**src/hdl/lighting_pkg.sv**
```systemverilog
/*
  constants for the lighting control block: register offsets, field positions,
  reset values and timing figures.
  assumes a 100 MHz system clock and a plain strobe register port.
*/
// Contract
// - sync select switches pattern/flash timing to external clock
// - external mode: durations scale with external clock
// - boost timing always from internal oscillator
// - 5MHz sync input yields 20 kHz RGB rate
// - flash enable 0 off, 1 on at level
// - current field selects quarter steps of maximum
// - enable write starts view-finder at selected level
// - trigger high starts full-current flash for duration
// - duration codes 200/400/600ms, 11 follows trigger
// - main and sub banks, 8-bit codes, 0.1mA steps
// - merge bit makes one code drive all six
// - fade enable ramps current, else immediate step
// - fade rate: 1.3s when 0, 0.65s when 1
// - fade bank: main when 0, sub when 1
package lighting_pkg;
  localparam logic [3:0] ADDR_CONTROL   = 4'h0;
  localparam logic [3:0] ADDR_FLASH     = 4'h1;
  localparam logic [3:0] ADDR_MAIN_CODE = 4'h2;
  localparam logic [3:0] ADDR_SUB_CODE  = 4'h3;
  localparam logic [3:0] ADDR_STATUS    = 4'h4;
  localparam logic [3:0] ADDR_EFFECTIVE = 4'h5;

  // control register bits
  localparam int CTL_EXT_SYNC   = 0;
  localparam int CTL_MERGE      = 1;
  localparam int CTL_FADE_EN    = 2;
  localparam int CTL_FADE_FAST  = 3;
  localparam int CTL_FADE_SUB   = 4;
  // flash register fields
  localparam int FL_ENABLE      = 0;
  localparam int FL_LEVEL_LSB   = 1;
  localparam int FL_DUR_LSB     = 3;

  localparam logic [7:0] RESET_CONTROL = 8'h00;
  localparam logic [7:0] RESET_FLASH   = 8'h00;
  localparam logic [7:0] RESET_CODE    = 8'h00;

  localparam logic [1:0] DUR_200MS   = 2'h0;
  localparam logic [1:0] DUR_400MS   = 2'h1;
  localparam logic [1:0] DUR_600MS   = 2'h2;
  localparam logic [1:0] DUR_TRIGGER = 2'h3;

  localparam logic [2:0] LEVEL_OFF  = 3'h0;
  localparam logic [2:0] LEVEL_FULL = 3'h4;

  // timing figures
  localparam int SYS_CLOCK_KHZ     = 100000;
  localparam int TIMEBASE_KHZ      = 5000;
  localparam int RGB_RATE_KHZ      = 20;
  localparam int FLASH_UNIT_MS     = 200;
  localparam int FADE_SLOW_MS      = 1300;
  localparam int FADE_FAST_MS      = 650;
  localparam int CODE_STEPS        = 255;
  // internal 5 MHz tick divider from system clock
  localparam int INT_DIV           = SYS_CLOCK_KHZ / TIMEBASE_KHZ;
  // timebase ticks per 20 kHz period
  localparam int RGB_DIV           = TIMEBASE_KHZ / RGB_RATE_KHZ;
  // timebase ticks per 200 ms flash unit
  localparam int FLASH_UNIT_TICKS  = FLASH_UNIT_MS * TIMEBASE_KHZ;
  // timebase ticks per fade step (longest time, rounded down)
  localparam int FADE_SLOW_TICKS   = FADE_SLOW_MS * TIMEBASE_KHZ / CODE_STEPS;
  localparam int FADE_FAST_TICKS   = FADE_FAST_MS * TIMEBASE_KHZ / CODE_STEPS;
endpackage

```
**src/hdl/lighting_control.sv**
```systemverilog
/*
  lighting control: timebase select, flash sequencer, backlight codes, fade.
  assumes a 100 MHz clock, an asynchronous pin-level sync clock and trigger,
  and a master on the register port that never issues both strobes at once.
*/
`timescale 1ns/1ps
`default_nettype none
module lighting_control #(
  parameter int FLASH_UNIT_TICKS = lighting_pkg::FLASH_UNIT_TICKS,
  parameter int FADE_SLOW_TICKS  = lighting_pkg::FADE_SLOW_TICKS,
  parameter int FADE_FAST_TICKS  = lighting_pkg::FADE_FAST_TICKS
) (
  input  wire logic       clock,
  input  wire logic       rst,
  input  wire logic [3:0] address,
  input  wire logic [7:0] writeData,
  input  wire logic       writeStrobe,
  input  wire logic       readStrobe,
  output logic      [7:0] readData,
  input  wire logic       syncClockPin,
  input  wire logic       flashTriggerPin,
  output logic            boostTick,
  output logic            rgbTick,
  output logic      [2:0] flashLevel,
  output logic      [7:0] mainSinkCode,
  output logic      [7:0] subSinkCode
);
  // refuse counts that the counters below cannot serve
  if (FLASH_UNIT_TICKS < 1) begin : gen_bad_flash_unit
    $error("lighting_control: flash unit ticks must be positive");
  end
  if (FADE_SLOW_TICKS < 1 || FADE_FAST_TICKS < 1) begin : gen_bad_fade_ticks
    $error("lighting_control: fade step ticks must be positive");
  end
  if (lighting_pkg::INT_DIV < 2 || lighting_pkg::INT_DIV > 256) begin : gen_bad_int_div
    $error("lighting_control: internal divider does not fit its counter");
  end
  if (lighting_pkg::RGB_DIV < 2 || lighting_pkg::RGB_DIV > 512) begin : gen_bad_rgb_div
    $error("lighting_control: rgb divider does not fit its counter");
  end

  typedef enum logic [2:0] {
    FL_OFF    = 3'b001,
    FL_VIEW   = 3'b010,
    FL_STROBE = 3'b100
  } flash_state_e;

  // one decode shared by every register write strobe
  function automatic logic regHit(input logic strobe, input logic [3:0] addr, input logic [3:0] offset);
    return strobe && addr == offset;
  endfunction

  logic [7:0]   control;
  logic [7:0]   flashReg;
  logic [7:0]   mainCode;
  logic [7:0]   subCode;
  logic [7:0]   fadeCode;
  logic [31:0]  fadeCount;
  logic [7:0]   intDiv;
  logic [8:0]   rgbDiv;
  logic [31:0]  flashCount;
  logic [1:0]   flashUnits;
  logic         syncMeta;
  logic         syncSafe;
  logic         syncLast;
  logic         trigMeta;
  logic         trigSafe;
  logic         trigLast;
  flash_state_e flashState;
  flash_state_e next_flashState;

  // synchronisers: first stage read only by the second
  always_ff @(posedge clock or posedge rst) begin
    if (rst) begin
      syncMeta <= 1'b0;
      syncSafe <= 1'b0;
      syncLast <= 1'b0;
      trigMeta <= 1'b0;
      trigSafe <= 1'b0;
      trigLast <= 1'b0;
    end else begin
      syncMeta <= syncClockPin;
      syncSafe <= syncMeta;
      syncLast <= syncSafe;
      trigMeta <= flashTriggerPin;
      trigSafe <= trigMeta;
      trigLast <= trigSafe;
    end
  end

  wire extSync    = control[lighting_pkg::CTL_EXT_SYNC];
  wire merge      = control[lighting_pkg::CTL_MERGE];
  wire fadeEnable = control[lighting_pkg::CTL_FADE_EN];
  wire fadeFast   = control[lighting_pkg::CTL_FADE_FAST];
  wire fadeSub    = control[lighting_pkg::CTL_FADE_SUB];
  wire flashOn    = flashReg[lighting_pkg::FL_ENABLE];
  wire [1:0] flashLvl = flashReg[lighting_pkg::FL_LEVEL_LSB +: 2];
  wire [1:0] flashDur = flashReg[lighting_pkg::FL_DUR_LSB +: 2];

  wire intTick = (intDiv == 8'(lighting_pkg::INT_DIV - 1));
  wire extTick = syncSafe & ~syncLast;
  // timebase for pattern, flash and fade timing only
  wire timeTick = extSync ? extTick : intTick;
  wire trigRise = trigSafe & ~trigLast;

  always_ff @(posedge clock or posedge rst) begin
    if (rst) begin
      intDiv <= 8'h00;
    end else begin
      intDiv <= intTick ? 8'h00 : intDiv + 8'h01;
    end
  end
  assign boostTick = intTick;

  wire rgbWrap = (rgbDiv == 9'(lighting_pkg::RGB_DIV - 1));
  always_ff @(posedge clock or posedge rst) begin
    if (rst) begin
      rgbDiv  <= 9'h000;
      rgbTick <= 1'b0;
    end else begin
      rgbTick <= timeTick & rgbWrap;
      if (timeTick) begin
        rgbDiv <= rgbWrap ? 9'h000 : rgbDiv + 9'h001;
      end
    end
  end

  // register writes
  wire wrControl = regHit(writeStrobe, address, lighting_pkg::ADDR_CONTROL);
  wire wrFlash   = regHit(writeStrobe, address, lighting_pkg::ADDR_FLASH);
  wire wrMain    = regHit(writeStrobe, address, lighting_pkg::ADDR_MAIN_CODE);
  wire wrSub     = regHit(writeStrobe, address, lighting_pkg::ADDR_SUB_CODE);
  always_ff @(posedge clock or posedge rst) begin
    if (rst) begin
      control  <= lighting_pkg::RESET_CONTROL;
      flashReg <= lighting_pkg::RESET_FLASH;
      mainCode <= lighting_pkg::RESET_CODE;
      subCode  <= lighting_pkg::RESET_CODE;
    end else begin
      if (wrControl) control <= {3'h0, writeData[4:0]};
      if (wrFlash)   flashReg <= {3'h0, writeData[4:0]};
      if (wrMain)    mainCode <= writeData;
      if (wrSub)     subCode <= writeData;
    end
  end

  // flash sequencer
  wire [1:0] unitsNeeded = flashDur; // 0,1,2 extra units after the first
  wire unitDone = timeTick && flashCount == 32'(FLASH_UNIT_TICKS - 1);
  wire timedDone = unitDone && flashUnits == unitsNeeded;
  always_comb begin
    next_flashState = flashState;
    unique case (flashState)
      FL_OFF:    if (flashOn) next_flashState = FL_VIEW;
      FL_VIEW:   if (!flashOn) next_flashState = FL_OFF;
                 else if (trigRise) next_flashState = FL_STROBE;
      FL_STROBE: if (!flashOn) next_flashState = FL_OFF;
                 else if (flashDur == lighting_pkg::DUR_TRIGGER ? !trigSafe : timedDone)
                   next_flashState = FL_VIEW;
      default:   next_flashState = FL_OFF;
    endcase
  end

  always_ff @(posedge clock or posedge rst) begin
    if (rst) begin
      flashState <= FL_OFF;
      flashCount <= 32'h0;
      flashUnits <= 2'h0;
    end else begin
      flashState <= next_flashState;
      if (next_flashState != FL_STROBE || flashState != FL_STROBE) begin
        flashCount <= 32'h0;
        flashUnits <= 2'h0;
      end else if (timeTick) begin
        flashCount <= unitDone ? 32'h0 : flashCount + 32'h1;
        if (unitDone) flashUnits <= flashUnits + 2'h1;
      end
    end
  end

  // level: 1..4 quarters of maximum, 0 fully off
  always_ff @(posedge clock or posedge rst) begin
    if (rst) begin
      flashLevel <= lighting_pkg::LEVEL_OFF;
    end else begin
      unique case (next_flashState)
        FL_VIEW:   flashLevel <= {1'b0, flashLvl} + 3'h1;
        FL_STROBE: flashLevel <= lighting_pkg::LEVEL_FULL;
        default:   flashLevel <= lighting_pkg::LEVEL_OFF;
      endcase
    end
  end

  // fade engine: tracks the selected bank's code one step at a time
  wire [7:0] fadeTarget = fadeSub ? subCode : mainCode;
  wire [31:0] stepTicks = fadeFast ? 32'(FADE_FAST_TICKS) : 32'(FADE_SLOW_TICKS);
  wire stepNow = timeTick && fadeCount >= stepTicks - 32'h1;
  always_ff @(posedge clock or posedge rst) begin
    if (rst) begin
      fadeCode  <= lighting_pkg::RESET_CODE;
      fadeCount <= 32'h0;
    end else if (!fadeEnable || fadeCode == fadeTarget) begin
      // follows target so the old code is the fade's start point
      if (!fadeEnable) fadeCode <= fadeTarget;
      fadeCount <= 32'h0;
    end else if (timeTick) begin
      fadeCount <= stepNow ? 32'h0 : fadeCount + 32'h1;
      if (stepNow)
        fadeCode <= (fadeCode < fadeTarget) ? fadeCode + 8'h01 : fadeCode - 8'h01;
    end
  end

  // fade applies only to its bank; others step at once
  wire [7:0] mainEff = (fadeEnable && !fadeSub) ? fadeCode : mainCode;
  wire [7:0] subEff  = (fadeEnable && fadeSub) ? fadeCode : subCode;
  always_ff @(posedge clock or posedge rst) begin
    if (rst) begin
      mainSinkCode <= lighting_pkg::RESET_CODE;
      subSinkCode  <= lighting_pkg::RESET_CODE;
    end else begin
      mainSinkCode <= mainEff;
      subSinkCode  <= merge ? mainEff : subEff;
    end
  end

  // read port
  logic [7:0] readMux;
  always_comb begin
    unique case (address)
      lighting_pkg::ADDR_CONTROL:   readMux = control;
      lighting_pkg::ADDR_FLASH:     readMux = flashReg;
      lighting_pkg::ADDR_MAIN_CODE: readMux = mainCode;
      lighting_pkg::ADDR_SUB_CODE:  readMux = subCode;
      lighting_pkg::ADDR_STATUS:    readMux = {4'h0, trigSafe, flashState};
      lighting_pkg::ADDR_EFFECTIVE: readMux = fadeCode;
      default:                      readMux = 8'h00;
    endcase
  end
  always_ff @(posedge clock or posedge rst) begin
    if (rst) begin
      readData <= 8'h00;
    end else begin
      readData <= readStrobe ? readMux : 8'h00;
    end
  end
endmodule
`default_nettype wire

```
**config.mk**
```make
export PLATFORM = sky130hd
export DESIGN_NAME = lighting_control
export DESIGN_NICKNAME = d
export VERILOG_FILES = /design/src/hdl/lighting_pkg.sv /design/src/hdl/lighting_control.sv
export SDC_FILE = /design/constraint.sdc
export NUM_CORES = 1
export LEC_CHECK = 0
export BUFFER_PORTS_ARGS = -buffer_cell sky130_fd_sc_hd__buf_2
export CORE_MARGIN = 4
export CORE_UTILIZATION = 65
export DETAILED_ROUTE_END_ITERATION = 16
export GPL_TIMING_DRIVEN = 0
export PLACE_DENSITY_LB_ADDON = 0.05
export SLEW_MARGIN = 20
export SYNTH_ARGS = -nofsm -noshare
export SYNTH_HDL_FRONTEND = slang
export SYNTH_SLANG_ARGS = --single-unit
```
**constraint.sdc**
```tcl
create_clock -name clock -period 7.9 [get_ports clock]
set_input_delay 1.58 -clock clock [delete_from_list [all_inputs] [get_ports clock]]
set_output_delay 1.58 -clock clock [all_outputs]
set_load 0.01 [all_outputs]
```
==> run summary <==
Outcome -> finished clean
Critical Path Source Type -> flop
RSZ-0062 raised after global routing -> no
Routability cong. -> 0.889
TritonCTS clock tree -> built
Starting Density -> 0.664
1st-iter DRT viols -> 577
Synth area leaders -> dfrtp_1 48%, mux2_2 5.2%, nor2_1 4.5%
Top Ports -> 47
Clk sink count -> 154
CP required -> 8220 ps
Setup-violating endpoint count in the final report -> 0
Pin count of the biggest net entering global routing -> 102
Final WL -> 18.2 mm
Final Cycle Share -> 0.556
Count of buffers from port buffering -> 44
Leak pwr -> 0.00396 uW
First-pass GRT wire length -> 30.7 mm
Initial antenna violation count -> 0
Final Hold Viols -> 0
Layout cells sized above 1 -> 0.150
Critical Path End Type -> flop
Critical path peak fanout -> 10
Post-synth top area share -> 0.480
Final Critical Period -> 4390 ps
Chip width -> 119 um
Routed vias/inst -> 6.28
Max-slew violations -> 0
Least-Margin Pin Slew -> 963 ps
Cell Pwr Density -> 284 mW/mm2
Post-route ant nets -> 0
Critical Path AT -> 4710 ps
WL/cell -> 18.1 um
Post-cts gate resize count -> 0
Max-cap violations -> 0
Root Driver -> clkbuf_16
Non-filler cells, final -> 1006
Commonest non-fill, non-tap cells in the layout -> 153 x dfrtp_1, 95 x nor2_1, 61 x nand2_1, 47 x buf_2, 39 x xor2_1
Distinct cells, synth -> 60
Dpl cells -> 975
H-tree depth -> 4
DP HPWL -> 12.6 mm
Top cell type by total area after synthesis -> dfrtp_1
DR vias -> 6314
Area Overhead vs Synth -> 13.1%
Antenna cells -> 0
Max VDD drop -> 189 uV
Max Buffers Root-to-Sink -> 2
Sequential share of the synthesized area -> 0.483
Avg Inst Size Synth -> 10.2 um2
Total GRT Usage -> 0.269
Critical path class -> reg2reg
# DRC -> 0
Die height -> 119 um
Asr flop ratio synth -> 1.00
CTS clk-pin slew, worst paths -> 60 ps
Synth Flop Type -> dfrtp_1
Hold_buf cts -> 0
CTS Buf Count -> 17
Floorplan row count -> 40
Die area -> 0.0141 mm2
Worst slack at placement -> 3630 ps
Vias in the first global route -> 6286
Crit path setup slack, layout -> 3510 ps
Pre-Repair DR Iteration Count -> 8
Syn nets -> 829
Slew Limit Headroom -> 0.354
Clock latency on the worst-skew pair -> 430 ps
F_max -> 228 MHz
Synth warn -> 0
Commonest non-fill, non-tap cell in the layout -> dfrtp_1
EDFF count, synth -> 0
Grt total ovfl -> 0
Fin Clk Skew -> 11.5 ps
Filler Cell Count -> 864
Setup TNS -> 0 ps
Final net count -> 893
Yosys reg bits -> 154
Post-route cell area -> 0.00903 mm2
Placed inst area -> 0.00842 mm2
Core area -> 0.0120 mm2
Setup Buffers After CTS -> 0
Mapped cell area -> 0.00798 mm2
Post-Syn Instances -> 783
Hold Path Class -> reg2reg
## per-stage QoR
step	hold slack, ps	utilization	power, uW
2_1_floorplan	331	-	1530
3_3_place_gp	333	0.698	1700
3_5_place_dp	339	0.701	1740
4_1_cts	367	0.751	2560
5_1_grt	375	0.751	2710
6_report	358	0.751	2560
## registers in the layout (all words and copies together), names as in the netlist
signal and cells:
control 5, fadeCode 8, fadeCount 32, flashCount 32
flashLevel 3, flashReg 5, flashState 3, flashUnits 2
intDiv 8, mainCode 8, mainSinkCode 8, readData 8
rgbDiv 9, rgbTick 1, subCode 8, subSinkCode 8
syncLast 1, syncMeta 1, syncSafe 1, trigLast 1
trigMeta 1, trigSafe 1
## per-layer routing
metal  track usage  part of all wire
met4         0.106             0.025
met3        0.0593             0.052
met1         0.356              0.43
met2         0.432              0.49
met5             0                 0
## area by class of cell
cell class / instances / area (um2) / share of cell area
plain buffers: 26 / 116 / 0.0129
clock buffers: 21 / 480 / 0.0532
repair buffers: 45 / 248 / 0.0274
flip-flops and latches: 154 / 3850 / 0.427
well taps: 147 / 184 / 0.0204
inverters: 15 / 63.8 / 0.00707
multi-input cells: 588 / 3960 / 0.439
clock inverters: 10 / 116 / 0.0129
## power breakdown
group / internal, uW / switching, uW
clock network: 496 / 322
logic: 329 / 407
registers: 895 / 111
total: 1720 / 840
## synthesized netlist by cell type (all sizes together) (3+ instances only)
library cell,n
nand3b,4
nor3,19
nand2,61
dfrtp,153
and4,8
nor3b,4
o22ai,11
a21boi,6
or3,7
and2,7
inv,15
nand3,26
a31oi,4
ha,27
a22o,3
a21o,7
nand4,29
a211oi,6
xnor2,26
and3,14
or2,4
nand2b,7
buf,7
a21oi,28
nor4,12
and3b,3
mux2,37
nor2,95
a211o,3
xor2,39
or4,3
mux2i,10
o31a,7
o211ai,3
a222oi,7
o21ai,29
clkbuf,19
nor2b,9
o31ai,4
## worst max-delay path: stages, from the launching register on
cell	delay, ps
dfrtp_1	320
clkbuf_1	270
buf_1	590
mux2i_1	440
ha_1	330
a21oi_1	160
nand2_1	70
a21oi_1	230
nand2_1	250
ha_1	400
and2_1	170
o21ai_0	220
a31oi_1	150
and3_1	220
o2111a_1	260
a221oi_1	200
## worst paths after layout
check,startpoint,endpoint,slack (ps),cells past startpoint
min reg2reg,syncMeta,syncSafe,360,0
min in group asynchronous,rst,rgbDiv[7],1150,2
max,control[4],fadeCode[7],3510,15
max reg2reg,control[4],fadeCode[7],3510,15
max in group asynchronous,rst,fadeCount[10],5920,3
min,syncMeta,syncSafe,360,0
## cells by family (layout without fill, tap and decap cells)
family,Yosys count,after routing,synth area share
simple gates,316,316,0.199
fa+ha+maj,28,28,0.0448
xor+xnor,65,65,0.0714
flops,154,154,0.483
buf+inv,41,117,0.0216
compound gates,131,131,0.112
mux,48,48,0.0676
No activity file was read; power rests on OpenSTA's default activity.
